### src/verilog/cas_pkg.sv
package cas_pkg;
  // control port address and data widths
  localparam int ADDR_W = 16;
  localparam int DATA_W = 8;

  // register offsets
  localparam logic [15:0] ALARM_SUMMARY_READBACK = 16'h007b;
  localparam logic [15:0] REFERENCE_LOOP_ALARM_LIVE = 16'h007c;
  localparam logic [15:0] COMBINED_ALARM_LIVE = 16'h007d;
  localparam logic [15:0] ALARM_LATCHED_RECORD = 16'h007e;
  localparam logic [15:0] ALARM_READBACK_SPARE = 16'h007f;
  localparam logic [15:0] REFERENCE_LOOP_SELECT_STATE = 16'h0082;
  localparam logic [15:0] HOLDOVER_DAC_AVERAGE = 16'h0083;
  localparam logic [15:0] HOLDOVER_DAC_CURRENT = 16'h0084;
  localparam logic [15:0] REFERENCE_LOOP_INPUT_FLAGS = 16'h0085;
  localparam logic [15:0] HOLDOVER_EXIT_PROGRESS = 16'h0086;
  localparam logic [15:0] REFERENCE_LOOP_STATUS_SPARE = 16'h0087;

  // reference loop alarm field positions
  localparam int REF_NEAR_LOCK_BIT = 7;
  localparam int REF_ACQUIRE_BIT = 6;
  localparam int REF_LOCKED_BIT = 5;
  localparam int REF_HOLDOVER_BIT = 4;
  localparam int LOSS_LSB = 0;

  // combined alarm field positions
  localparam int SYNC_PENDING_BIT = 4;
  localparam int BOTH_LOCKED_BIT = 3;
  localparam int PHASE_STABLE_BIT = 2;
  localparam int NEVER_SYNCED_BIT = 1;
  localparam int OUT_LOCK_BIT = 0;

  // latched record field positions
  localparam int LAT_OUT_ACQUIRE_BIT = 6;
  localparam int LAT_REF_ACQUIRE_BIT = 5;
  localparam int LAT_HOLDOVER_BIT = 4;

  // select/state and exit progress register field positions
  localparam int PREFERRED_LSB = 5;
  localparam int ACTIVE_LSB = 3;
  localparam int STATE_LSB = 0;
  localparam int EXIT_STEP_LSB = 3;

  // near-lock threshold: limit divided by sixteen
  localparam int NEAR_LOCK_SHIFT = 4;

  // reference loop state codes
  localparam logic [2:0] REF_STATE_RESET = 3'h0;
  localparam logic [2:0] REF_STATE_ACQUIRE = 3'h1;
  localparam logic [2:0] REF_STATE_LOCKED = 3'h2;
  localparam logic [2:0] REF_STATE_INVALID = 3'h3;
  localparam logic [2:0] REF_STATE_HOLDOVER = 3'h4;
  localparam logic [2:0] REF_STATE_DAC_EXIT = 3'h5;

  // reset values
  localparam logic [7:0] BYTE_ZERO = 8'h00;
  localparam logic NEVER_SYNCED_RESET = 1'b1;
endpackage

### src/verilog/cas_alarm_readback.sv
module cas_alarm_readback #(
  parameter int CNT_W = 16,
  parameter int INPUTS = 4
) (
  // clock and reset
  input wire logic clk,
  input wire logic reset,
  // control port read
  input wire logic rdReq,
  input wire logic [cas_pkg::ADDR_W-1:0] rdAddr,
  output logic [cas_pkg::DATA_W-1:0] rdData_r,
  output logic rdValid_r,
  // control port requests
  input wire logic latchClearReq,
  input wire logic syncRequest,
  // mask registers held elsewhere
  input wire logic [7:0] referenceLoopMask,
  input wire logic [7:0] alarmMask,
  // reference loop status
  input wire logic [CNT_W-1:0] refLockCount,
  input wire logic [CNT_W-1:0] refLockLimit,
  input wire logic refAcquiring,
  input wire logic refLocked,
  input wire logic refHoldover,
  input wire logic [INPUTS-1:0] lossOfSignal,
  input wire logic [1:0] preferredInput,
  input wire logic [1:0] activeInputIndex,
  input wire logic [2:0] referenceLoopState,
  input wire logic [6:0] dacAverage,
  input wire logic [6:0] dacCurrent,
  input wire logic holdoverComparator,
  input wire logic activeInputLoss,
  input wire logic referenceFaster,
  input wire logic holdoverAdcMoving,
  input wire logic tuneOutOfRange,
  input wire logic [1:0] holdoverExitStep,
  // output loop and sync status
  input wire logic [CNT_W-1:0] outLockCount,
  input wire logic [CNT_W-1:0] outLockLimit,
  input wire logic outLoopLocked,
  input wire logic outLoopDisabled,
  input wire logic outLoopAcquiring,
  input wire logic phaseStable,
  input wire logic syncPulse,
  // summary alarm level
  output logic alarm_r
);
  logic refNearLock;
  logic outNearLock;
  logic neverSynced_r;
  logic [7:0] refAlarm;
  logic [7:0] combAlarm;
  logic [6:0] latchEvents;
  logic [6:0] latched;
  logic alarmNxt;
  logic [7:0] rdNxt;

  // reference loop near lock detector
  cas_near_lock #(.CNT_W(CNT_W)) u_refNear (
    .clk(clk),
    .reset(reset),
    .lockCount(refLockCount),
    .lockLimit(refLockLimit),
    .nearLock_r(refNearLock)
  );

  // output loop near lock detector
  cas_near_lock #(.CNT_W(CNT_W)) u_outNear (
    .clk(clk),
    .reset(reset),
    .lockCount(outLockCount),
    .lockLimit(outLockLimit),
    .nearLock_r(outNearLock)
  );

  // sync history: cleared by first sync, stays clear
  always_ff @(posedge clk) begin
    if (reset) begin
      neverSynced_r <= cas_pkg::NEVER_SYNCED_RESET;
    end else if (syncPulse || syncRequest) begin
      neverSynced_r <= 1'b0;
    end
  end

  // live reference loop alarm byte
  always_comb begin
    refAlarm = cas_pkg::BYTE_ZERO;
    refAlarm[cas_pkg::REF_NEAR_LOCK_BIT] = refNearLock;
    refAlarm[cas_pkg::REF_ACQUIRE_BIT] = refAcquiring;
    refAlarm[cas_pkg::REF_LOCKED_BIT] = refLocked;
    refAlarm[cas_pkg::REF_HOLDOVER_BIT] = refHoldover;
    refAlarm[cas_pkg::LOSS_LSB +: INPUTS] = lossOfSignal;
  end

  // live combined alarm byte
  always_comb begin
    combAlarm = cas_pkg::BYTE_ZERO;
    combAlarm[cas_pkg::SYNC_PENDING_BIT] =
      (outLoopLocked || outLoopDisabled) && neverSynced_r;
    combAlarm[cas_pkg::BOTH_LOCKED_BIT] = refLocked && outLoopLocked;
    combAlarm[cas_pkg::PHASE_STABLE_BIT] = phaseStable;
    combAlarm[cas_pkg::NEVER_SYNCED_BIT] = neverSynced_r;
    combAlarm[cas_pkg::OUT_LOCK_BIT] = outNearLock;
  end

  // masked summary of the live reference loop and combined alarm bytes
  assign alarmNxt = |(refAlarm & referenceLoopMask) | |(combAlarm & alarmMask);

  always_ff @(posedge clk) begin
    if (reset) begin
      alarm_r <= 1'b0;
    end else begin
      alarm_r <= alarmNxt;
    end
  end

  // event sources for the latched record
  always_comb begin
    latchEvents = 7'h00;
    latchEvents[cas_pkg::LAT_OUT_ACQUIRE_BIT] = outLoopAcquiring;
    latchEvents[cas_pkg::LAT_REF_ACQUIRE_BIT] = refAcquiring;
    latchEvents[cas_pkg::LAT_HOLDOVER_BIT] = refHoldover;
    latchEvents[cas_pkg::LOSS_LSB +: INPUTS] = lossOfSignal;
  end

  cas_sticky_bits #(.N(7)) u_latch (
    .clk(clk),
    .reset(reset),
    .eventIn(latchEvents),
    .clearReq(latchClearReq),
    .held_r(latched)
  );

  // read multiplexer
  always_comb begin
    rdNxt = cas_pkg::BYTE_ZERO;
    case (rdAddr)
      cas_pkg::ALARM_SUMMARY_READBACK: begin
        rdNxt[0] = alarm_r;
      end
      cas_pkg::REFERENCE_LOOP_ALARM_LIVE: begin
        rdNxt = refAlarm;
      end
      cas_pkg::COMBINED_ALARM_LIVE: begin
        rdNxt = combAlarm;
      end
      cas_pkg::ALARM_LATCHED_RECORD: begin
        rdNxt = {1'b0, latched};
      end
      cas_pkg::REFERENCE_LOOP_SELECT_STATE: begin
        rdNxt[cas_pkg::PREFERRED_LSB +: 2] = preferredInput;
        rdNxt[cas_pkg::ACTIVE_LSB +: 2] = activeInputIndex;
        rdNxt[cas_pkg::STATE_LSB +: 3] = referenceLoopState;
      end
      cas_pkg::HOLDOVER_DAC_AVERAGE: begin
        rdNxt = {1'b0, dacAverage};
      end
      cas_pkg::HOLDOVER_DAC_CURRENT: begin
        rdNxt = {holdoverComparator, dacCurrent};
      end
      cas_pkg::REFERENCE_LOOP_INPUT_FLAGS: begin
        rdNxt = {4'h0, activeInputLoss, referenceFaster,
                 holdoverAdcMoving, tuneOutOfRange};
      end
      cas_pkg::HOLDOVER_EXIT_PROGRESS: begin
        rdNxt[cas_pkg::EXIT_STEP_LSB +: 2] = holdoverExitStep;
      end
      default: begin
        rdNxt = cas_pkg::BYTE_ZERO; // spare and unmapped read zero
      end
    endcase
  end

  // registered read answer, one cycle after the request
  always_ff @(posedge clk) begin
    if (reset) begin
      rdData_r <= cas_pkg::BYTE_ZERO;
      rdValid_r <= 1'b0;
    end else begin
      rdValid_r <= rdReq;
      if (rdReq) begin
        rdData_r <= rdNxt;
      end
    end
  end
endmodule

### src/verilog/cas_near_lock.sv
module cas_near_lock #(
  parameter int CNT_W = 16
) (
  // clock and reset
  input wire logic clk,
  input wire logic reset,
  // lock detection counter and its programmed limit
  input wire logic [CNT_W-1:0] lockCount,
  input wire logic [CNT_W-1:0] lockLimit,
  // near-lock level
  output logic nearLock_r
);
  logic [CNT_W-1:0] threshold;

  // one sixteenth of the limit
  assign threshold = lockLimit >> cas_pkg::NEAR_LOCK_SHIFT;

  // declare near lock once the counter reaches the threshold
  always_ff @(posedge clk) begin
    if (reset) begin
      nearLock_r <= 1'b0;
    end else begin
      nearLock_r <= (lockCount >= threshold);
    end
  end
endmodule

### src/verilog/cas_sticky_bits.sv
module cas_sticky_bits #(
  parameter int N = 7
) (
  // clock and reset
  input wire logic clk,
  input wire logic reset,
  // event levels and clear pulse
  input wire logic [N-1:0] eventIn,
  input wire logic clearReq,
  // held record
  output logic [N-1:0] held_r
);
  // one sticky flag per event, set wins over clear
  for (genvar i = 0; i < N; i++) begin : g_bit
    always_ff @(posedge clk) begin
      if (reset) begin
        held_r[i] <= 1'b0;
      end else if (eventIn[i]) begin
        held_r[i] <= 1'b1;
      end else if (clearReq) begin
        held_r[i] <= 1'b0;
      end
    end
  end
endmodule

### config.mk
export PLATFORM = sky130hd
export DESIGN_NAME = cas_alarm_readback
export DESIGN_NICKNAME = d
export VERILOG_FILES = /design/src/verilog/cas_pkg.sv /design/src/verilog/cas_alarm_readback.sv /design/src/verilog/cas_near_lock.sv /design/src/verilog/cas_sticky_bits.sv
export SDC_FILE = /design/constraint.sdc
export NUM_CORES = 1
export LEC_CHECK = 0
export BUFFER_PORTS_ARGS = -buffer_cell sky130_fd_sc_hd__buf_2
export CAP_MARGIN = 40
export CELL_PAD_IN_SITES_DETAIL_PLACEMENT = 0
export CELL_PAD_IN_SITES_GLOBAL_PLACEMENT = 1
export CORE_ASPECT_RATIO = 1.25
export CORE_MARGIN = 5
export CORE_UTILIZATION = 28
export DETAILED_ROUTE_END_ITERATION = 8
export PLACE_DENSITY = 0.86
export REMOVE_ABC_BUFFERS = 1
export SETUP_SLACK_MARGIN = 0.02
export SLEW_MARGIN = 25
export SYNTH_ARGS = -nofsm -noshare
export SYNTH_HDL_FRONTEND = slang
export SYNTH_SLANG_ARGS = --single-unit
### constraint.sdc
create_clock -name clk -period 3.83 [get_ports clk]
set_input_delay 0.5745 -clock clk [delete_from_list [all_inputs] [get_ports clk]]
set_output_delay 0.5745 -clock clk [all_outputs]
set_load 0.005 [all_outputs]
Word level (Yosys, flattened, before mapping)
Index checks and enable logic that the tools add are counted.
{ "classes": {"addsub": 0, "multipliers": 0, "div_mod_pow": 0, "order_cmp": 2, "eq_ne": 9, "shift": 0, "mux": 13, "bitwise_logic": 3, "reduce_logical": 13} }
{ "op_table": {"columns": ["op", "n"], "rows": [
  ["16-bit by 8-bit equality test with 1-bit output, second input constant", 5],
  ["16-bit by 7-bit equality test with 1-bit output, second input constant", 4],
  ["16-bit by 12-bit >= comparator with 1-bit output", 2],
  ["2-bit one-hot mux with 8 select lines", 1],
  ["8-bit OR reduction", 2],
  ["2-bit one-hot mux with 7 select lines", 1],
  ["2-bit nonzero test", 7],
  ["2-bit one-hot mux with 5 select lines", 1],
  ["5-bit by 8-bit AND with 8-bit output", 1],
  ["8-bit AND", 1],
  ["1-bit 2-to-1 mux", 8],
  ["1-bit one-hot mux with 8 select lines", 1],
  ["1-bit logical AND", 2],
  ["1-bit logical OR", 2],
  ["1-bit one-hot mux with 2 select lines", 1],
  ["1-bit OR", 1]
]} }
{ "word_totals": {"ff_bits": 20, "latch_bits": 0, "ram_bits": 0, "romBits": 0, "in_bits": 141, "out_inout_bits": 10, "elab_cells": 53, "mem_count": 0} }

Depth between registers and ports, before layout
{ "logic_depth": {"depth_word": 5, "depth_mapped": 7, "mapped_depth_nobuf": 7} }

Cells and area by module
From an unflattened synthesis, not the netlist that was laid out.
{ "unflattened": {"hier_cells": 252, "hier_area_um2": 1981.9} }
{ "by_module_without_submodules": {"columns": ["mod", "instances", "cells_each", "area_per_inst_um2", "seq_area_each_um2"], "rows": [
  ["cas_alarm_readback", 1, 136, 1078.5, 220.2],
  ["cas_near_lock", 2, 44, 329.1, 20.0],
  ["cas_sticky_bits", 1, 28, 245.2, 140.1]
]} }

Least setup slack after synthesis
OpenSTA, ideal clock, no wires.
{ "synth_timing": {"kind": "input -> register", "startpoint": "in rdAddr[13] (netlist bit)", "endpoint": "reg rdData_r[1] (netlist bit)", "setup_ps": 86, "arrival_ps": 1860, "t_required_ps": 3744, "slack_ps": 1885, "path_stages": 5, "path_buffers": 0, "cell_sequence": "or4_4 -> nor4_4 -> and3_4 -> nand2_1 -> a211oi_1"} }
{ "synth_via": {"elab_chain_cells": 2, "elab_cells_between_ends": 8, "classes_between": "7 x eq/ne; 1 x mux"} }
{ "synth_lines": {"columns": ["element", "line_no", "text"], "rows": [
  ["from (decl)", "cas_alarm_readback.sv:10", "input wire logic [cas_pkg::ADDR_W-1:0] rdAddr,"],
  ["16-bit by 8-bit equality test with 1-bit output / 16-bit by 7-bit equality test with 1-bit output (equally long branches)", "cas_alarm_readback.sv:137", "case (rdAddr)"],
  ["2-bit one-hot mux with 7 select lines (*)", "cas_alarm_readback.sv:137", null],
  ["to (signal assigned)", "cas_alarm_readback.sv:177", "rdData_r <= cas_pkg::BYTE_ZERO;"],
  ["to (signal assigned)", "cas_alarm_readback.sv:182", "rdData_r <= rdNxt;"],
  ["to (decl)", "cas_alarm_readback.sv:11", "output logic [cas_pkg::DATA_W-1:0] rdData_r,"]
]} }
Every way passes the cells marked *; elsewhere a longest branch is shown, timed or not.
A chain may end at the register's enable or synchronous reset.

Worst setup path in the final report
Same ends and word-level chain as after synthesis.

==> flow_summary.ini <==
[grt]
grt_max_degree = 22
use_met1_pct = 16.8
grt_pass1_wl_um = 10300
met3_usage_pct = 3.91
grt_overflow = 0
met2_usage_pct = 28.1
antenna_found_initial = 0
grt_usage_pct = 15.0
busiest_layer = met2
grt_pass1_vias = 2298

[drt]
drt_iter0_markers = 88
ant_nets = 0
drcViolationCount = 0
first_pass_iters = 5
vias = 2225
routedWlPerCell_um = 13.8
viasPerCell = 4.85
wl_um = 6330

[synth]
synth_top_area_share_pct = 21.4
ys_seq_area_share_pct = 21.4
synth-edff-count = 0
synth_common_cells = inv_1, ha_1, dfxtp_1
async_flop_share_pct = 0
synth_most_common_cell = inv_1
netlist_instances = 235
ys_seq_elements = 20
yosysWarnings = 0
ys.flop_type = dfxtp_1
synth_area_leaders = dfxtp_1, ha_1, inv_1, mux2i_1, nand2_1
synth_top_area_cell = dfxtp_1
syn_area_per_cell_um2 = 7.95
synth_cell_types = 40
synth_area_um2 = 1870

[critical_path]
critPathLaunchType = input port
cp_max_fo = 4
end_kind = flop
slowest_stage = or4_4
worst-setup-path-type = input port to flop
path_cells = buf_2 -> or4_4 -> nor4_4 -> and2b_2 -> a221oi_1 -> a211oi_1
r2r_cells = 3
worst_ep_required_time_ns = 4.00
cpPeakStageDelay_ns = 0.56
arrival_ns = 2.13

[outcome]
status = finished clean

[final_layout]
seq_area_um2 = 400
nets = 538
area_growth_pct = 43.4
multi_input_area_um2 = 1320
fin_util_pct = 41.1
n_fill_cell = 698
drive_gt1_share_pct = 40.9
num_antenna_cells = 0

[hold_path]
whs_path_depth = 2
hp-class = flop to flop

[placed_design]
hpwl_um = 5480
place_congestion = 0.833
portBuffers = 139

[clock_network]
cts.hold.buffers_added = 0
cts_resized = 0
cts_max_level = 1
clockRootBuffer = clkbuf_8
cts_buffer_depth = 2
worstSkewPairLatency_ns = 0.25
postCtsSetupBuffers = 0
cts.sinks = 20
numCtsBuffers = 3
cts_tree = done
worst_setup_hold_path_clk_slew_ns = 0.07

[timing]
grt_setup_unrepaired = false
finalMaxSlewViolations = 0
min_period_ns = 1.96
worst_slew_pin_slew_ns = 0.546
finalHoldViolCount = 0
clock_skew_ns = 0.00339
maxSlewHeadroom_pct = 63.3
fin_crit_sh_pct = 51.2
max_freq_mhz = 510
fin_tns_setup_ns = 0
setup_viol = 0

[power_and_ir_drop]
vdd_drop_max_v = 0.000114
leakagePower_uw = 0.00146
powerDensity_nw_per_um2 = 213

[floorplan]
core_um2 = 6520
start_util_pct = 28.7
die_h_um = 101
fp.dieW_um = 83.1
fp-row-count = 33
io_pins = 151
die_area_um2 = 8420

[run]
drv_cap = 0
-- power by group --
part / leakage [µW] / switching (µW) / total, µW / internal [µW]
registers: 0.000166 / 6.06 / 225 / 219
clock network: 0.0000288 / 67.3 / 159 / 91.4
logic: 0.00126 / 87.1 / 188 / 101
total: 0.00146 / 161 / 572 / 411
-- worst paths after layout --
check                      from     endpoint  slack, ns
hold reg to reg     rdData_r[7]  rdData_r[7]       0.47
setup reg to reg  neverSynced_r  rdData_r[1]       2.64
hold / removal      rdData_r[7]  rdData_r[7]       0.47
setup / recovery     rdAddr[13]  rdData_r[1]       1.87
-- sequential cells by signal, summed over array words and instances (netlist names) --
signal,count
rdValid_r,1
neverSynced_r,1
u_latch.held_r,7
u_outNear.nearLock_r,1
u_refNear.nearLock_r,1
rdData_r,8
alarm_r,1
-- per-stage QoR --
step	area, µm²	setup slack (ns)	hold WS (ns)	power, µW	std cells
after floorplan	1820	1.88	0.436	314	229
after global placement	2630	1.66	0.450	415	455
after detailed placement	2630	1.64	0.453	419	455
after CTS	2680	1.86	0.470	579	459
after global routing	2680	1.81	0.489	617	459
final	2680	1.87	0.471	572	459
-- area by class of cell --
cell class                      instances  share of cell area [%]
Multi-Input combinational cell        181                    49.1
Sequential cell                        20                    14.9
Tap cell                               87                    4.06
Inverter                               28                    3.92
Clock buffer                            4                    2.05
Timing Repair Buffer                  139                    25.9
-- per-layer routing --
metal / vias to the layer above / part of all wire (%) / routed length (µm)
met2: 102 / 50 / 3150
met5: - / 0 / 0
met1: 981 / 41 / 2580
li1: 1136 / - / -
met3: 6 / 8.1 / 515
met4: 0 / 1.4 / 86
-- critical path: cells and delay by family --
family | cells | cell delay, ns
simple gates | 3 | 1.13
compound gates | 2 | 0.33
buf+inv | 1 | 0.10
-- cells by family (layout without fill, tap and decap cells) --
| logic type | Yosys count | after routing | synth area share, % |
|---|---|---|---|
| buf+inv | 34 | 171 | 8.17 |
| simple gates | 72 | 72 | 21.4 |
| compound gates | 73 | 73 | 26.4 |
| mux | 12 | 12 | 6.56 |
| flops | 20 | 20 | 21.4 |
| fa+ha+maj | 24 | 24 | 16.1 |
-- cell usage in the layout, fill, tap and decap left out, drive strengths merged, types with 2 or more instances in the layout --
master  instances
nand3           2
a21oi          14
nor2           18
ha             24
dfxtp          20
o21a            6
a21o            9
nand2          19
nand3b          4
o21ai          12
clkbuf          4
o22ai           5
buf           139
and2b           2
nor3            3
a22o            4
nand2b          6
a31oi           6
a222oi          3
nor2b           3
mux2            2
and3            3
a221oi          5
o211ai          2
mux2i          10
nand4           3
or4             5
inv            28
nor4            2
a211oi          4
(Power assumes the default switching activity.)
